### config.mk
export PLATFORM = sky130hd
export DESIGN_NAME = fast_core_cycle_timing
export DESIGN_NICKNAME = d
export VERILOG_FILES = /design/src/logic/quasi_port_pin.v /design/src/logic/fast_core_cycle_timing.v
export VERILOG_INCLUDE_DIRS = /design/src /design/src/logic
export SDC_FILE = /design/constraint.sdc
export NUM_CORES = 1
export LEC_CHECK = 0
export BUFFER_PORTS_ARGS = -buffer_cell sky130_fd_sc_hd__buf_2
export CAP_MARGIN = 20
export CORE_UTILIZATION = 58
export CTS_CLUSTER_SIZE = 10
export DETAILED_ROUTE_END_ITERATION = 12
export GPL_TIMING_DRIVEN = 0
export PLACE_DENSITY = 0.85
export SKIP_LAST_GASP = 1
export SYNTH_ARGS = -nofsm -noshare
export SYNTH_HDL_FRONTEND = slang
export SYNTH_HIERARCHICAL = 1
export SYNTH_SLANG_ARGS = --single-unit
### constraint.sdc
create_clock -name clk -period 9 [get_ports clk]
set_clock_uncertainty 0.15 [all_clocks]
set_input_delay 1.35 -clock clk [delete_from_list [all_inputs] [get_ports clk]]
set_output_delay 1.35 -clock clk [all_outputs]
set_load 0.02 [all_outputs]
### src/logic/cycle_timing_defs.vh
`ifndef CYCLE_TIMING_DEFS_VH
`define CYCLE_TIMING_DEFS_VH

// machine cycle phases
`define PHASE_W            2
`define PHASE_FIRST        2'h0
`define PHASE_ALE          2'h0
`define PHASE_LAST         2'h3
// clocks per machine cycle and per timer tick
`define CLK_PER_MCYCLE     4
`define TIMER_SLOW_CLKS    12
`define TIMER_FAST_CLKS    4
`define PRESCALE_W         4
`define PRESCALE_ZERO      4'h0
`define PRESCALE_SLOW_LAST 4'hB
`define PRESCALE_FAST_LAST 4'h3
// instruction length limits, in machine cycles
`define MCYC_W             3
`define MCYC_MIN           3'h1
`define MCYC_MAX           3'h5
`define MCYC_EXT_MOVE      3'h2
`define MCYC_DIR_DIR       3'h3
`define MCYC_ONE           3'h1
// instruction classes offered by the sequencer
`define CLASS_W            2
`define CLASS_BYTES        2'h0
`define CLASS_EXT_READ     2'h1
`define CLASS_EXT_WRITE    2'h2
`define CLASS_DIR_DIR      2'h3
// port 3 bit positions
`define P3_RX              0
`define P3_TX              1
`define P3_IRQ_A           2
`define P3_IRQ_B           3
`define P3_TA_IN           4
`define P3_TB_IN           5
`define P3_WR              6
`define P3_RD              7
// strong pull-up pulse length, in clocks
`define PULLUP_CLKS        2'h2
`define PULLUP_W           2
`define PULLUP_ONE         2'h1
// reset values
`define BYTE_ONES          8'hFF
`define BYTE_ZERO          8'h00

`endif

### src/logic/quasi_port_pin.v
`timescale 1ns/1ns
`include "cycle_timing_defs.vh"

// one quasi-bidirectional pin: strong low, brief strong high, weak hold
module quasi_port_pin (
  input  wire clk,
  input  wire rst_n,
  input  wire level,
  output reg  pull_down,
  output reg  strong_up,
  output reg  weak_up
);

  reg [`PULLUP_W-1:0] burst_reg;
  reg                 last_reg;

  // a 0->1 transition gets a short strong drive to charge the pin fast
  always @(posedge clk or negedge rst_n) begin
    if (!rst_n) begin
      burst_reg <= {`PULLUP_W{1'b0}};
      last_reg  <= 1'b1;
      pull_down <= 1'b0;
      strong_up <= 1'b0;
      weak_up   <= 1'b1;
    end else begin
      last_reg  <= level;
      pull_down <= ~level;                  // see RULE_17
      if (level && !last_reg) begin
        burst_reg <= `PULLUP_CLKS;          // see RULE_18
      end else if (burst_reg != {`PULLUP_W{1'b0}}) begin
        burst_reg <= burst_reg - 1'b1;
      end
      strong_up <= level && ((!last_reg) || (burst_reg > `PULLUP_ONE)); // see RULE_18
      weak_up   <= level;                   // see RULE_16
    end
  end

endmodule // quasi_port_pin

### src/logic/fast_core_cycle_timing.v
`timescale 1ns/1ns
`include "cycle_timing_defs.vh"

// Contract
// RULE_01: each machine cycle lasts four oscillator clocks.
// RULE_02: one address latch pulse in every machine cycle.
// RULE_03: instructions take one to five machine cycles.
// RULE_04: external data move through pointer takes two machine cycles.
// RULE_05: direct-to-direct move takes three machine cycles.
// RULE_06: normally one machine cycle per instruction byte.
// RULE_07: no idle dummy memory cycles between useful fetches.
// RULE_08: after reset timers advance once per twelve clocks.
// RULE_09: each timer may select one advance per four clocks.
// RULE_10: flag and status effects unchanged; only timing differs.
// RULE_11: board ties external fetch select low for external program memory.
// RULE_12: internal data RAM stays reachable when external fetch is forced.
// RULE_13: upper address port drives upper address byte during external access.
// RULE_14: port 3 bit 6 is write strobe, bit 7 read strobe, low.
// RULE_15: port 3 bits 0..5 carry serial, interrupt and timer inputs.
// RULE_16: port 3 latches set to one on reset, weak pull-up holds high.
// RULE_17: a written zero enables strong pull-down until one or reset.
// RULE_18: zero-to-one write gives brief strong pull-up, then weak.
// RULE_19: strobes active only during external data cycles, else port bits.
// RULE_20: machine cycle counter restarts at first phase on reset release.
module fast_core_cycle_timing (
  input  wire                 clk,
  input  wire                 rst_n,
  input  wire                 ext_fetch_select_n,
  input  wire                 instr_start,
  input  wire [`CLASS_W-1:0]  instr_class,
  input  wire [`MCYC_W-1:0]   instr_bytes,
  input  wire                 internal_ram_sel,
  input  wire [7:0]           ext_addr_high,
  input  wire [7:0]           upper_port_latch,
  input  wire [7:0]           alt_port_latch,
  input  wire                 alt_port_write,
  input  wire                 serial0_tx,
  input  wire [1:0]           timer_fast_sel,
  input  wire [7:0]           alt_function_port_in,
  output reg                  ale,
  output reg                  mcycle_end,
  output reg                  instr_busy,
  output reg                  instr_done,
  output reg                  fetch_external,
  output reg                  internal_ram_access,
  output reg  [7:0]           upper_addr_port,
  output reg  [7:0]           alt_function_port,
  output wire [7:0]           alt_port_pull_down,
  output wire [7:0]           alt_port_strong_up,
  output wire [7:0]           alt_port_weak_up,
  output reg                  serial0_rx,
  output reg                  ext_irq_a,
  output reg                  ext_irq_b,
  output reg                  timer_a_count_in,
  output reg                  timer_b_count_in,
  output reg  [1:0]           timer_tick
);

  // idle and busy sequencer states
  localparam ST_IDLE = 1'b0;
  localparam ST_RUN  = 1'b1;

  reg                   rst_meta_reg;
  reg                   rst_sync_reg;
  wire                  rst_core_n;
  reg [`PHASE_W-1:0]    phase_reg;
  reg                   state_reg;
  reg                   state_next;
  reg [`MCYC_W-1:0]     mcyc_left_reg;
  reg [`MCYC_W-1:0]     mcyc_left_next;
  reg [`CLASS_W-1:0]    class_reg;
  reg [`CLASS_W-1:0]    class_next;
  reg                   pending_reg;
  reg                   pending_next;
  reg [`MCYC_W-1:0]     pend_len_reg;
  reg [`CLASS_W-1:0]    pend_class_reg;
  reg                   ea_meta_reg;
  reg                   ea_sync_reg;
  reg [7:0]             pin_meta_reg;
  reg [7:0]             pin_sync_reg;
  reg [7:0]             latch_reg;
  reg [`PRESCALE_W-1:0] prescale_reg [0:1];
  wire                  phase_wrap;
  wire                  ext_cycle;
  wire                  rd_active;
  wire                  wr_active;
  wire [7:0]            pin_level;

  // length in machine cycles of an instruction class
  function [`MCYC_W-1:0] class_len;
    input [`CLASS_W-1:0] cls;
    input [`MCYC_W-1:0]  nbytes;
    reg   [`MCYC_W-1:0]  len;
    begin
      len = nbytes;
      case (cls)
        `CLASS_EXT_READ:  len = `MCYC_EXT_MOVE;  // see RULE_04
        `CLASS_EXT_WRITE: len = `MCYC_EXT_MOVE;  // see RULE_04
        `CLASS_DIR_DIR:   len = `MCYC_DIR_DIR;   // see RULE_05
        default:          len = nbytes;          // see RULE_06
      endcase
      // clamp keeps every instruction within the documented range
      if (len < `MCYC_MIN) begin
        len = `MCYC_MIN;                         // see RULE_03
      end else if (len > `MCYC_MAX) begin
        len = `MCYC_MAX;                         // see RULE_03
      end
      class_len = len;
    end
  endfunction

  // true for classes that strobe external data memory
  function is_ext_class;
    input [`CLASS_W-1:0] cls;
    begin
      is_ext_class = (cls == `CLASS_EXT_READ) || (cls == `CLASS_EXT_WRITE);
    end
  endfunction

  // reset release through two flops; assertion stays asynchronous
  always @(posedge clk or negedge rst_n) begin
    if (!rst_n) begin
      rst_meta_reg <= 1'b0;
      rst_sync_reg <= 1'b0;
    end else begin
      rst_meta_reg <= 1'b1;
      rst_sync_reg <= rst_meta_reg;
    end
  end
  assign rst_core_n = rst_sync_reg;

  // pin inputs pass two flops before any logic sees them
  always @(posedge clk or negedge rst_core_n) begin
    if (!rst_core_n) begin
      ea_meta_reg  <= 1'b1;
      ea_sync_reg  <= 1'b1;
      pin_meta_reg <= `BYTE_ONES;
      pin_sync_reg <= `BYTE_ONES;
    end else begin
      ea_meta_reg  <= ext_fetch_select_n;
      ea_sync_reg  <= ea_meta_reg;
      pin_meta_reg <= alt_function_port_in;
      pin_sync_reg <= pin_meta_reg;
    end
  end

  // four-phase machine cycle counter, first phase after reset
  always @(posedge clk or negedge rst_core_n) begin
    if (!rst_core_n) begin
      phase_reg <= `PHASE_FIRST;                // see RULE_20
    end else if (phase_reg == `PHASE_LAST) begin
      phase_reg <= `PHASE_FIRST;                // see RULE_01
    end else begin
      phase_reg <= phase_reg + 1'b1;
    end
  end
  assign phase_wrap = (phase_reg == `PHASE_LAST);

  // sequencer: a waiting request starts at the next boundary when idle, else at the boundary where the current instruction ends
  always @* begin
    state_next     = state_reg;
    mcyc_left_next = mcyc_left_reg;
    class_next     = class_reg;
    pending_next   = pending_reg;
    // a newer request simply replaces one still waiting
    if (instr_start) begin
      pending_next = 1'b1;
    end
    case (state_reg)
      ST_IDLE: begin
        if (phase_wrap && pending_reg) begin
          state_next     = ST_RUN;
          mcyc_left_next = class_len(pend_class_reg, pend_len_reg);
          // class travels unchanged; only the timing is decided here
          class_next     = pend_class_reg;  // see RULE_10
          pending_next   = instr_start;
        end
      end
      ST_RUN: begin
        if (phase_wrap) begin
          if (mcyc_left_reg == `MCYC_ONE) begin
            // back-to-back with no dummy cycle in between
            if (pending_reg) begin
              mcyc_left_next = class_len(pend_class_reg, pend_len_reg); // see RULE_07
              class_next     = pend_class_reg;
              pending_next   = instr_start;
            end else begin
              state_next = ST_IDLE;
            end
          end else begin
            mcyc_left_next = mcyc_left_reg - 1'b1;
          end
        end
      end
      default: begin
        state_next = ST_IDLE;
      end
    endcase
  end

  // sequencer registers; pending request held until a boundary
  always @(posedge clk or negedge rst_core_n) begin
    if (!rst_core_n) begin
      state_reg      <= ST_IDLE;
      mcyc_left_reg  <= `MCYC_MIN;
      class_reg      <= `CLASS_BYTES;
      pending_reg    <= 1'b0;
      pend_len_reg   <= `MCYC_MIN;
      pend_class_reg <= `CLASS_BYTES;
    end else begin
      state_reg     <= state_next;
      mcyc_left_reg <= mcyc_left_next;
      class_reg     <= class_next;
      pending_reg   <= pending_next;
      // sampled only with the start pulse, so idle inputs cannot leak in
      if (instr_start) begin
        pend_len_reg   <= instr_bytes;
        pend_class_reg <= instr_class;
      end
    end
  end

  // the last machine cycle of an external move carries the strobe
  // limitation: the strobe never spans the first cycle of a move
  assign ext_cycle = (state_reg == ST_RUN) && is_ext_class(class_reg) &&
                     (mcyc_left_reg == `MCYC_ONE);
  // read and write strobes never overlap, the class picks one
  assign rd_active = ext_cycle && (class_reg == `CLASS_EXT_READ);
  assign wr_active = ext_cycle && (class_reg == `CLASS_EXT_WRITE);

  // timing outputs, all registered
  always @(posedge clk or negedge rst_core_n) begin
    if (!rst_core_n) begin
      ale        <= 1'b0;
      mcycle_end <= 1'b0;
      instr_busy <= 1'b0;
      instr_done <= 1'b0;
    end else begin
      ale        <= (phase_reg == `PHASE_ALE);  // see RULE_02
      mcycle_end <= phase_wrap;                 // see RULE_01
      instr_busy <= (state_next == ST_RUN);
      instr_done <= (state_reg == ST_RUN) && phase_wrap && (mcyc_left_reg == `MCYC_ONE);
    end
  end

  // program source and internal ram; flags are untouched by timing
  always @(posedge clk or negedge rst_core_n) begin
    if (!rst_core_n) begin
      fetch_external      <= 1'b0;
      internal_ram_access <= 1'b0;
    end else begin
      fetch_external      <= ~ea_sync_reg;      // see RULE_11
      internal_ram_access <= internal_ram_sel;  // see RULE_12
    end
  end

  // upper address byte only while an external access runs
  always @(posedge clk or negedge rst_core_n) begin
    if (!rst_core_n) begin
      upper_addr_port <= `BYTE_ONES;
    end else if ((fetch_external && state_reg == ST_RUN) || ext_cycle) begin
      upper_addr_port <= ext_addr_high;         // see RULE_13
    end else begin
      // outside an access the port shows its own latch
      upper_addr_port <= upper_port_latch;
    end
  end

  // port 3 latch: all ones at reset, software writes afterwards
  always @(posedge clk or negedge rst_core_n) begin
    if (!rst_core_n) begin
      latch_reg <= `BYTE_ONES;                  // see RULE_16
    end else if (alt_port_write) begin
      latch_reg <= alt_port_latch;              // see RULE_17
    end
  end

  // strobes override the latch only in external data cycles
  assign pin_level = {latch_reg[`P3_RD] & ~rd_active,  // see RULE_14
                      latch_reg[`P3_WR] & ~wr_active,  // see RULE_19
                      latch_reg[`P3_TB_IN:`P3_TX+1],
                      latch_reg[`P3_TX] & serial0_tx,
                      latch_reg[`P3_RX]};

  // one quasi-bidirectional driver per pin
  genvar gi;
  generate
    for (gi = 0; gi < 8; gi = gi + 1) begin : g_pin
      quasi_port_pin u_pin (
        .clk       (clk),
        .rst_n     (rst_core_n),
        .level     (pin_level[gi]),
        .pull_down (alt_port_pull_down[gi]),
        .strong_up (alt_port_strong_up[gi]),
        .weak_up   (alt_port_weak_up[gi])
      );
    end
  endgenerate

  // alternate inputs from the synchronised pins
  always @(posedge clk or negedge rst_core_n) begin
    if (!rst_core_n) begin
      alt_function_port <= `BYTE_ONES;
      serial0_rx        <= 1'b1;
      ext_irq_a         <= 1'b1;
      ext_irq_b         <= 1'b1;
      timer_a_count_in  <= 1'b1;
      timer_b_count_in  <= 1'b1;
    end else begin
      // the driven level is reported back, not the far side's pull
      alt_function_port <= pin_level;
      serial0_rx        <= pin_sync_reg[`P3_RX];     // see RULE_15
      ext_irq_a         <= pin_sync_reg[`P3_IRQ_A];  // see RULE_15
      ext_irq_b         <= pin_sync_reg[`P3_IRQ_B];  // see RULE_15
      timer_a_count_in  <= pin_sync_reg[`P3_TA_IN];  // see RULE_15
      timer_b_count_in  <= pin_sync_reg[`P3_TB_IN];  // see RULE_15
    end
  end

  // timer prescalers: twelve clocks by default, four when selected
  genvar ti;
  generate
    for (ti = 0; ti < 2; ti = ti + 1) begin : g_tmr
      // >= lets a switch to fast mid-count wrap at once, never overrun
      wire [`PRESCALE_W-1:0] last_cnt;
      assign last_cnt = timer_fast_sel[ti] ? `PRESCALE_FAST_LAST : `PRESCALE_SLOW_LAST; // see RULE_09
      always @(posedge clk or negedge rst_core_n) begin
        if (!rst_core_n) begin
          prescale_reg[ti] <= `PRESCALE_ZERO;
          timer_tick[ti]   <= 1'b0;
        end else if (prescale_reg[ti] >= last_cnt) begin
          prescale_reg[ti] <= `PRESCALE_ZERO;    // see RULE_08
          timer_tick[ti]   <= 1'b1;
        end else begin
          prescale_reg[ti] <= prescale_reg[ti] + 1'b1;
          timer_tick[ti]   <= 1'b0;
        end
      end
    end
  endgenerate

endmodule // fast_core_cycle_timing

Word-level counts from Yosys, hierarchy flattened
Index checks and enable logic that the tools add are counted.

storage, ports and cells
  bits in read-only memories = 0
  RAM bits = 0
  memories = 0
  bits of input ports = 46
  latch bits = 0
  register bits = 114

cells by class
  bitwise gates (word level) = 15
  order comparisons = 14
  eq/ne operators = 12
  divide/modulo/power cells = 0
  multipliers = 0
  shifts and indexed selects = 0
  mux-type cells = 56
  reduce and logical (&&, ||, !) cells = 62
  $add $sub $neg = 12

operators by type and width
  kind                                                         count
  2-to-1 mux 2 bit                                             21
  2-to-1 mux 3 bit                                             14
  nonzero test 2 bit                                           16
  logical AND 1 bit                                            24
  > comparator 2 x 1 -> 1 bit (second input constant)          8
  2-to-1 mux 4 bit                                             4
  subtractor 2 x 1 -> 2 bit (second input constant)            8
  inverter 1 bit                                               12
  one-hot mux 3 bit (2 select lines)                           2
  2-to-1 mux 1 bit                                             11
  logical OR 1 bit                                             10
  adder 4 x 1 -> 4 bit (second input constant)                 2
  == test 2 bit (second input constant)                        4
  greater-or-equal comparator 4 bit                            2
  zero test 1 bit                                              8
  2-to-1 mux 8 bit                                             1
  > comparator 3 bit (second input constant)                   2
  less-than comparator 3 x 1 -> 1 bit (second input constant)  2
  != test 2 x 1 -> 1 bit (second input constant)               3
  == test 2 x 1 -> 1 bit (second input constant)               2
  one-hot mux 1 bit (2 select lines)                           2
  one-hot mux 2 bit (2 select lines)                           1
  AND reduction 4 bit                                          1
  bitwise AND 1 bit                                            3
  other kinds (8)                                              8

Depth between registers and ports, before layout
Gate-level depths: netlist (run 1).

  depth in word-level cells = 14
  depth in mapped cells = 8
  depth with buffers taken out = 8

Modules after synthesis
Netlist (run 1), hierarchy kept.

modules (own cells, without submodules)
  module                  cells an instance  instances  sequential area each (um^2)  area each (um^2)
  fast_core_cycle_timing  175                1          1,855.5                      2,672.6
  quasi_port_pin          16                 8          126.4                        202.7

Least setup slack after synthesis (run 1)
Ideal clock, no wire load.

  path type = input port to flip-flop
  start = input alt_port_write
  end = register latch_reg[0]
  path slack = 6.793 ns
  stages on the path = 2
  data arrival time = 1.975 ns
  path buffers = 1
  cell sequence = clkbuf_1 -> mux2_2

RTL lines
  what                  RTL line                      text
  start, declared       fast_core_cycle_timing.v:36   input wire alt_port_write,
  end signal, assigned  fast_core_cycle_timing.v:272  latch_reg <= `BYTE_ONES;
  end signal, assigned  fast_core_cycle_timing.v:274  latch_reg <= alt_port_latch;
  end, declared         fast_core_cycle_timing.v:81   reg [7:0] latch_reg;

No word-level cell between the ends.

==> results.py, run 1 <==
metrics = {
    "grt": {
        "grt_usage_pct": 19.5,
        "grt_pass1_wl_um": 11400,
        "met2_usage_pct": 32.7,
        "grt_antenna_before_repair": 0,
        "grt_pass1_vias": 2611,
        "gr-usage-met3_pct": 6.22,
        "grt-ovfl-total": 0,
        "busiest_layer": "met2",
        "grt_max_degree": 61,
        "gr-usage-met1_pct": 23.5,
    },
    "setup_path": {
        "startpoint_type": "flip-flop",
        "crit_buf_inv": 1,
        "critPathMaxFanout": 4,
        "worstPathRequired_ns": 7.50,
        "r2r-end": "g_pin[6].u_pin/burst_reg[0]",
        "r2r-start": "class_reg[0]",
        "cp-end-kind": "output pin",
        "cp.arrival_ns": 1.12,
        "ff2ff_setup_slack_ns": 6.93,
        "crit_path_cell_trace": "buf_2",
        "crit_slowest_cell": "dfstp_2",
        "critPathKind": "reg -> out",
        "max_stage_delay_ns": 0.58,
        "critPathTopFamily": "flip-flops",
        "reg2reg_depth": 7,
    },
    "clock_network": {
        "root_buffer": "clkbuf_8",
        "clkSlewWorstSetupHoldPaths_ns": 0.11,
        "cts_tree": "built",
        "cts_resized": 0,
        "numCtsBuffers": 9,
        "cts_sinks": 112,
        "clk_latency_ns": 0.37,
        "max-clock-path-buffers": 2,
        "cts_htree_levels": 3,
        "cts_setup_buffers": 0,
        "hold_buffers": 0,
    },
    "sta": {
        "finalMaxSlewViolations": 0,
        "worst_pin_slew_ns": 0.644,
        "grt_setup_unrepaired": "no",
        "finalSetupViolCount": 0,
        "min_period_ns": 2.62,
        "finalHoldViolations": 0,
        "fmax_mhz": 381,
        "fin_crit_sh_pct": 29.1,
        "relSlewSlack_pct": 57.1,
        "finalSetupTns_ns": 0,
        "fin_ws_ns": 6.38,
    },
    "pwr": {
        "leakage_uw": 0.00245,
        "vdd_ir_drop_max_v": 0.000120,
        "p_total_uw": 1400,
        "power.density_nw_per_um2": 273,
    },
    "routing": {
        "dr_total_vias": 2515,
        "vias_per_cell": 4.91,
        "drt_iter0_drc": 56,
        "drt_wl_total_um": 6790,
        "route.detailed.drc": 0,
        "wl_per_cell_um": 13.3,
        "dr.pass1.iters": 6,
        "ant_nets": 0,
    },
    "logic_synthesis": {
        "yosysUniqueCellTypes": 37,
        "synth_edf_count": 0,
        "synth_area_per_cell_um2": 14.2,
        "ys_warn_count": 6,
        "netlist_instances": 303,
        "synth_ff_type": "dfrtp_1",
        "async_flop_share_pct": 100,
        "synth_nets": 375,
        "syn-cell-area_um2": 4290,
        "ys_ff_latch": 112,
        "seq_area_frac_synth_pct": 66.8,
    },
    "floorplan": {
        "rows": 31,
        "fp.dieH_um": 88.0,
        "start_util_pct": 59.5,
        "core_area_um2": 7210,
        "fp.dieArea_um2": 7750,
        "fp.dieW_um": 88.0,
        "ioPinCount": 99,
    },
    "place": {
        "port_buffers": 93,
        "dp_hpwl_um": 4940,
        "gp_congestion": 0.696,
        "place_ws_ns": 6.55,
    },
    "finish": {
        "n_fill_cell": 511,
        "drive_above_1_share_pct": 46.7,
        "antenna_cells": 0,
        "final_nets": 480,
        "regArea_um2": 2870,
        "largest_register_ffs": 16,
        "final_core_util_pct": 70.9,
        "area_delta_synth_final_pct": 19.1,
        "final_common_cell": "buf_2",
        "final_cell_mix": "buf_2 (93), dfrtp_1 (60), dfstp_2 (51)",
        "multi_input_area_um2": 1280,
    },
    "status": {
        "outcome": "complete, no violations",
    },
    "job": {
        "cap_violations": 0,
    },
    "min_path": {
        "hp-class": "reg -> async",
    },
}
==> logic make-up (layout without fill, tap and decap cells) <==
logic type / count (synthesis) / count (layout) / synth area share [%]
xor+xnor: 13 / 13 / 2.65
compound gates: 40 / 40 / 6.79
fa+ha+maj: 26 / 26 / 7.58
mux: 24 / 24 / 6.47
simple gates: 49 / 49 / 6.18
flops: 112 / 112 / 66.8
buf+inv: 38 / 148 / 3.50
other cells: 1 / 1 / 0.0873
==> worst max path at each step <==
stage | start | to | slack, ns | cells past startpoint
6_report | g_pin[2].u_pin/last_reg | alt_port_weak_up[2] | 6.38 | 1
5_1_grt | g_pin[2].u_pin/last_reg | alt_port_weak_up[2] | 6.33 | 1
4_1_cts | g_pin[2].u_pin/last_reg | alt_port_weak_up[2] | 6.36 | 1
3_5_place_dp | alt_port_write | latch_reg[1] | 6.55 | 2
3_3_place_gp | rst_core_n | timer_tick[0] | 4.61 | 0
2_1_floorplan | rst_core_n | ale | 5.59 | 0
==> layer usage <==
layer | wire, um | vias up
li1 | - | 1205
met1 | 2930 | 1226
met2 | 3370 | 76
met3 | 412 | 8
met4 | 73 | 0
met5 | 0 | -
==> synthesized netlist by cell type (all sizes together) (5+ instances only) <==
library cell  count  area (um^2)
dfrtp            61         1530
dfstp            51         1340
inv              34          128
ha               26          325
mux2             24          278
nand2            16         67.6
nand2b           12         82.6
nor2             12         52.6
xnor2            11         96.3
a21oi            10         50.1
o21a              9         67.6
o221ai            8         70.1
o21ai             5         36.3
==> stage by stage <==
step                area, um^2  std cells  hold slack (ns)
global placement          4880        495            0.184
detailed placement        4910        496            0.196
finish                    5110        512            0.205
floorplan                 4290        303            0.181
global route              5110        512            0.215
CTS                       5110        512            0.212
==> report_power, final <==
group	internal [uW]	leakage [uW]	switching, uW
clock	128	0.0000991	163
combinational	195	0.00109	211
sequential	626	0.00126	74.8
==> worst reg2reg max path: cells and delay by family, from the launching register on <==
| kind | cells | cell delay (ns) |
|---|---|---|
| flip-flops | 1 | 0.40 |
| AO/OA/AOI/OAI | 2 | 0.63 |
| adder cells (fa/ha/maj) | 1 | 0.32 |
| AND/OR/NAND/NOR | 2 | 0.25 |
| buffers and inverters | 2 | 0.23 |
==> final cells by class <==
type	count	area share (%)
multi-input combinational	153	25.0
clock inverter	4	0.660
tap	99	2.42
inverter	34	2.50
buffer	4	0.440
clock buffer	12	3.25
sequential	112	56.1
timing repair buffer	94	9.64
No activity file was read; power rests on OpenSTA's default activity.
==> inputs of run 2 (changes only) <==
Settings changed: ABC_AREA set to 1, CORE_UTILIZATION 58 to 54, PLACE_DENSITY 0.85 to 0.8.
Clock period 9 ns to 2.7 ns, I/O delays scaled along.
==> results.py, run 2 <==
metrics = {
    "floorplan": {
        "core_area_um2": 7810,
        "fp.dieArea_um2": 8500,
        "start_util_pct": 56.3,
        "fp.dieH_um": 92.2,
        "rows": 32,
        "ioPinCount": 99,
        "fp.dieW_um": 92.2,
    },
    "sta": {
        "fmax_mhz": 557,
        "fin_crit_sh_pct": 66.5,
        "worst_pin_slew_ns": 0.530,
        "finalMaxSlewViolations": 0,
        "grt_setup_unrepaired": "no",
        "relSlewSlack_pct": 64.7,
        "min_period_ns": 1.80,
        "finalHoldViolations": 0,
        "finalSetupViolCount": 0,
        "finalSetupTns_ns": 0,
    },
    "logic_synthesis": {
        "ys_top_cells_by_count": "nand2_1 (100), dfrtp_1 (61), inv_1 (56), dfstp_2 (51), nor2_1 (30)",
        "yosys-top-cells-area": "dfrtp_1 (35%), dfstp_2 (30%), nand2_1 (8.5%)",
        "synth_top_area_share_pct": 34.7,
        "synth_edf_count": 0,
        "syn-cell-area_um2": 4390,
        "ys_warn_count": 6,
        "synth_fa_ha_area_share_pct": 7.40,
        "synth_most_common_cell": "nand2_1",
        "yosysTopAreaCell": "dfrtp_1",
        "synth_nets": 470,
        "netlist_instances": 398,
        "yosysUniqueCellTypes": 25,
        "synth_ff_type": "dfrtp_1",
        "synth_compound_area_share_pct": 2.28,
        "synth_area_per_cell_um2": 11.0,
        "synth.area.mux_share_pct": 2.05,
        "synth_xor_area_share_pct": 0.399,
        "synth_top_family_by_area": "simple AND/OR/NAND/NOR gates",
        "seq_area_frac_synth_pct": 65.2,
        "async_flop_share_pct": 100,
        "ys_ff_latch": 112,
        "synth_simple_gate_area_share_pct": 17.3,
    },
    "routing": {
        "vias_per_cell": 4.66,
        "dr.pass1.iters": 5,
        "wl_per_cell_um": 11.9,
        "dr_total_vias": 2881,
        "drt_wl_total_um": 7340,
        "drt_iter0_drc": 69,
        "ant_nets": 0,
        "route.detailed.drc": 0,
    },
    "finish": {
        "final_core_util_pct": 68.3,
        "drive_above_1_share_pct": 34.7,
        "antenna_cells": 0,
        "final_nets": 583,
        "area_delta_synth_final_pct": 21.3,
        "final_cell_area_um2": 5330,
        "largest_register_ffs": 16,
        "final_cell_mix": "nand2_1 (100), buf_2 (94), dfrtp_1 (60)",
        "final_common_cell": "nand2_1",
    },
    "clock_network": {
        "cts_tree": "built",
        "root_buffer": "clkbuf_8",
        "cts_sinks": 112,
        "cts_htree_levels": 3,
        "numCtsBuffers": 9,
        "clk_latency_ns": 0.36,
        "clkSlewWorstSetupHoldPaths_ns": 0.10,
        "max-clock-path-buffers": 2,
    },
    "place": {
        "gp_congestion": 0.749,
        "dp_hpwl_um": 5270,
        "dpl_cell_area_um2": 5020,
        "port_buffers": 93,
    },
    "pwr": {
        "vdd_ir_drop_max_v": 0.000573,
        "pwr-share-seq_pct": 47.5,
        "power.density_nw_per_um2": 913,
        "p_comb_share_pct": 29.8,
        "power.switching_uw": 1650,
        "intPower_uw": 3220,
        "clockPowerShare_pct": 22.7,
        "swShare_pct": 33.8,
        "leakage_uw": 0.00282,
    },
    "setup_path": {
        "r2r-start": "mcyc_left_reg[0]",
        "startpoint_type": "flip-flop",
        "cp-end-kind": "flip-flop",
        "critPathMaxFanout": 5,
        "worstPathRequired_ns": 2.84,
        "critPathKind": "reg -> reg",
        "ff2ff_setup_slack_ns": 0.90,
        "reg2reg_depth": 9,
        "r2r-end": "g_pin[7].u_pin/burst_reg[0]",
        "cp.arrival_ns": 1.93,
    },
    "grt": {
        "grt_max_degree": 72,
        "grt_antenna_before_repair": 0,
        "grt_pass1_vias": 2881,
        "grt-ovfl-total": 0,
        "grt_pass1_wl_um": 12200,
        "grt_usage_pct": 18.7,
    },
    "status": {
        "outcome": "complete, no violations",
    },
    "min_path": {
        "whs_endpoint": "pend_len_reg[0]",
        "holdPathStages": 3,
        "hp-class": "in -> reg",
        "holdCritStartpoint": "instr_bytes[0]",
    },
    "job": {
        "cap_violations": 0,
    },
}
run 2: power by group through the flow:
stage,clock network [uW],registers (uW),logic (uW)
floorplan,0,2480,903
global placement,0,2340,1310
detailed placement,0,2350,1440
CTS,1140,2320,1470
global route,1200,2360,1660
finish,1100,2310,1450
run 2: what timing repair did:
| item | in CTS | in global routing |
|---|---|---|
| endpoints found under the setup margin | 0 | 0 |
| hold buffers | 8 | 0 |
| buffers inserted | 0 | 0 |
| endpoints found under the hold margin | 9 | 0 |
| gates resized for setup | 0 | 0 |
run 2: worst max-delay path by stage:
stage | startpoint | end | slack, ns
2_1_floorplan | rst_core_n | ale | 0.72
3_3_place_gp | rst_core_n | g_pin[1].u_pin/strong_up | 0.14
3_5_place_dp | mcyc_left_reg[0] | g_pin[7].u_pin/strong_up | 0.92
4_1_cts | mcyc_left_reg[0] | g_pin[7].u_pin/burst_reg[0] | 0.89
5_1_grt | mcyc_left_reg[0] | g_pin[7].u_pin/burst_reg[0] | 0.73
6_report | mcyc_left_reg[0] | g_pin[7].u_pin/burst_reg[0] | 0.90
run 2: area by class of cell:
cell class / instances / area [um^2]
inverter: 59 / 221
clock buffer: 11 / 141
fill: 613 / 2480
multi-input combinational: 225 / 1300
clock inverter: 5 / 88.8
tap: 102 / 128
timing repair buffer: 102 / 573
sequential: 112 / 2870
buffer: 2 / 8.76
run 2: kinds of logic after synthesis:
group                      count (synthesis)
other                                      1
and+or+nand+nor                          169
buffers and inverters                     61
adders and majority gates                 26
DFF                                      112
AOI/OAI and AO/OA                         19
muxes                                      8
xor gates and xnor gates                   2
run 2: metal layers:
metal / global-route usage [%] / share of wire [%] / routed length, um
met4: 7.03 / 1.9 / 141
met1: 20.7 / 41 / 3000
met5: 0 / 0 / 0
met3: 5.47 / 3.6 / 265
met2: 33.9 / 54 / 3930
run 2: through the flow:
| step | instances | total power (uW) | hold slack [ns] | worst slack [ns] |
|---|---|---|---|---|
| final | 618 | 4870 | 0.0847 | 0.905 |
| after global routing | 618 | 5230 | 0.0645 | 0.726 |
| after CTS | 618 | 4930 | 0.0658 | 0.891 |
| after detailed placement | 594 | 3790 | 0.0413 | 0.920 |
| after global placement | 593 | 3650 | 0.0405 | 0.140 |
| after floorplan | 398 | 3380 | -0.0406 | 0.725 |
run 2: critical path, stage by stage (launching register included):
cell     delay [ns]
dfstp_2        0.56
ha_1           0.20
inv_2          0.04
nor2_2         0.20
nand3_1        0.10
nand2_1        0.10
inv_1          0.09
nand2_1        0.14
nand2_1        0.06
nor2_1         0.09
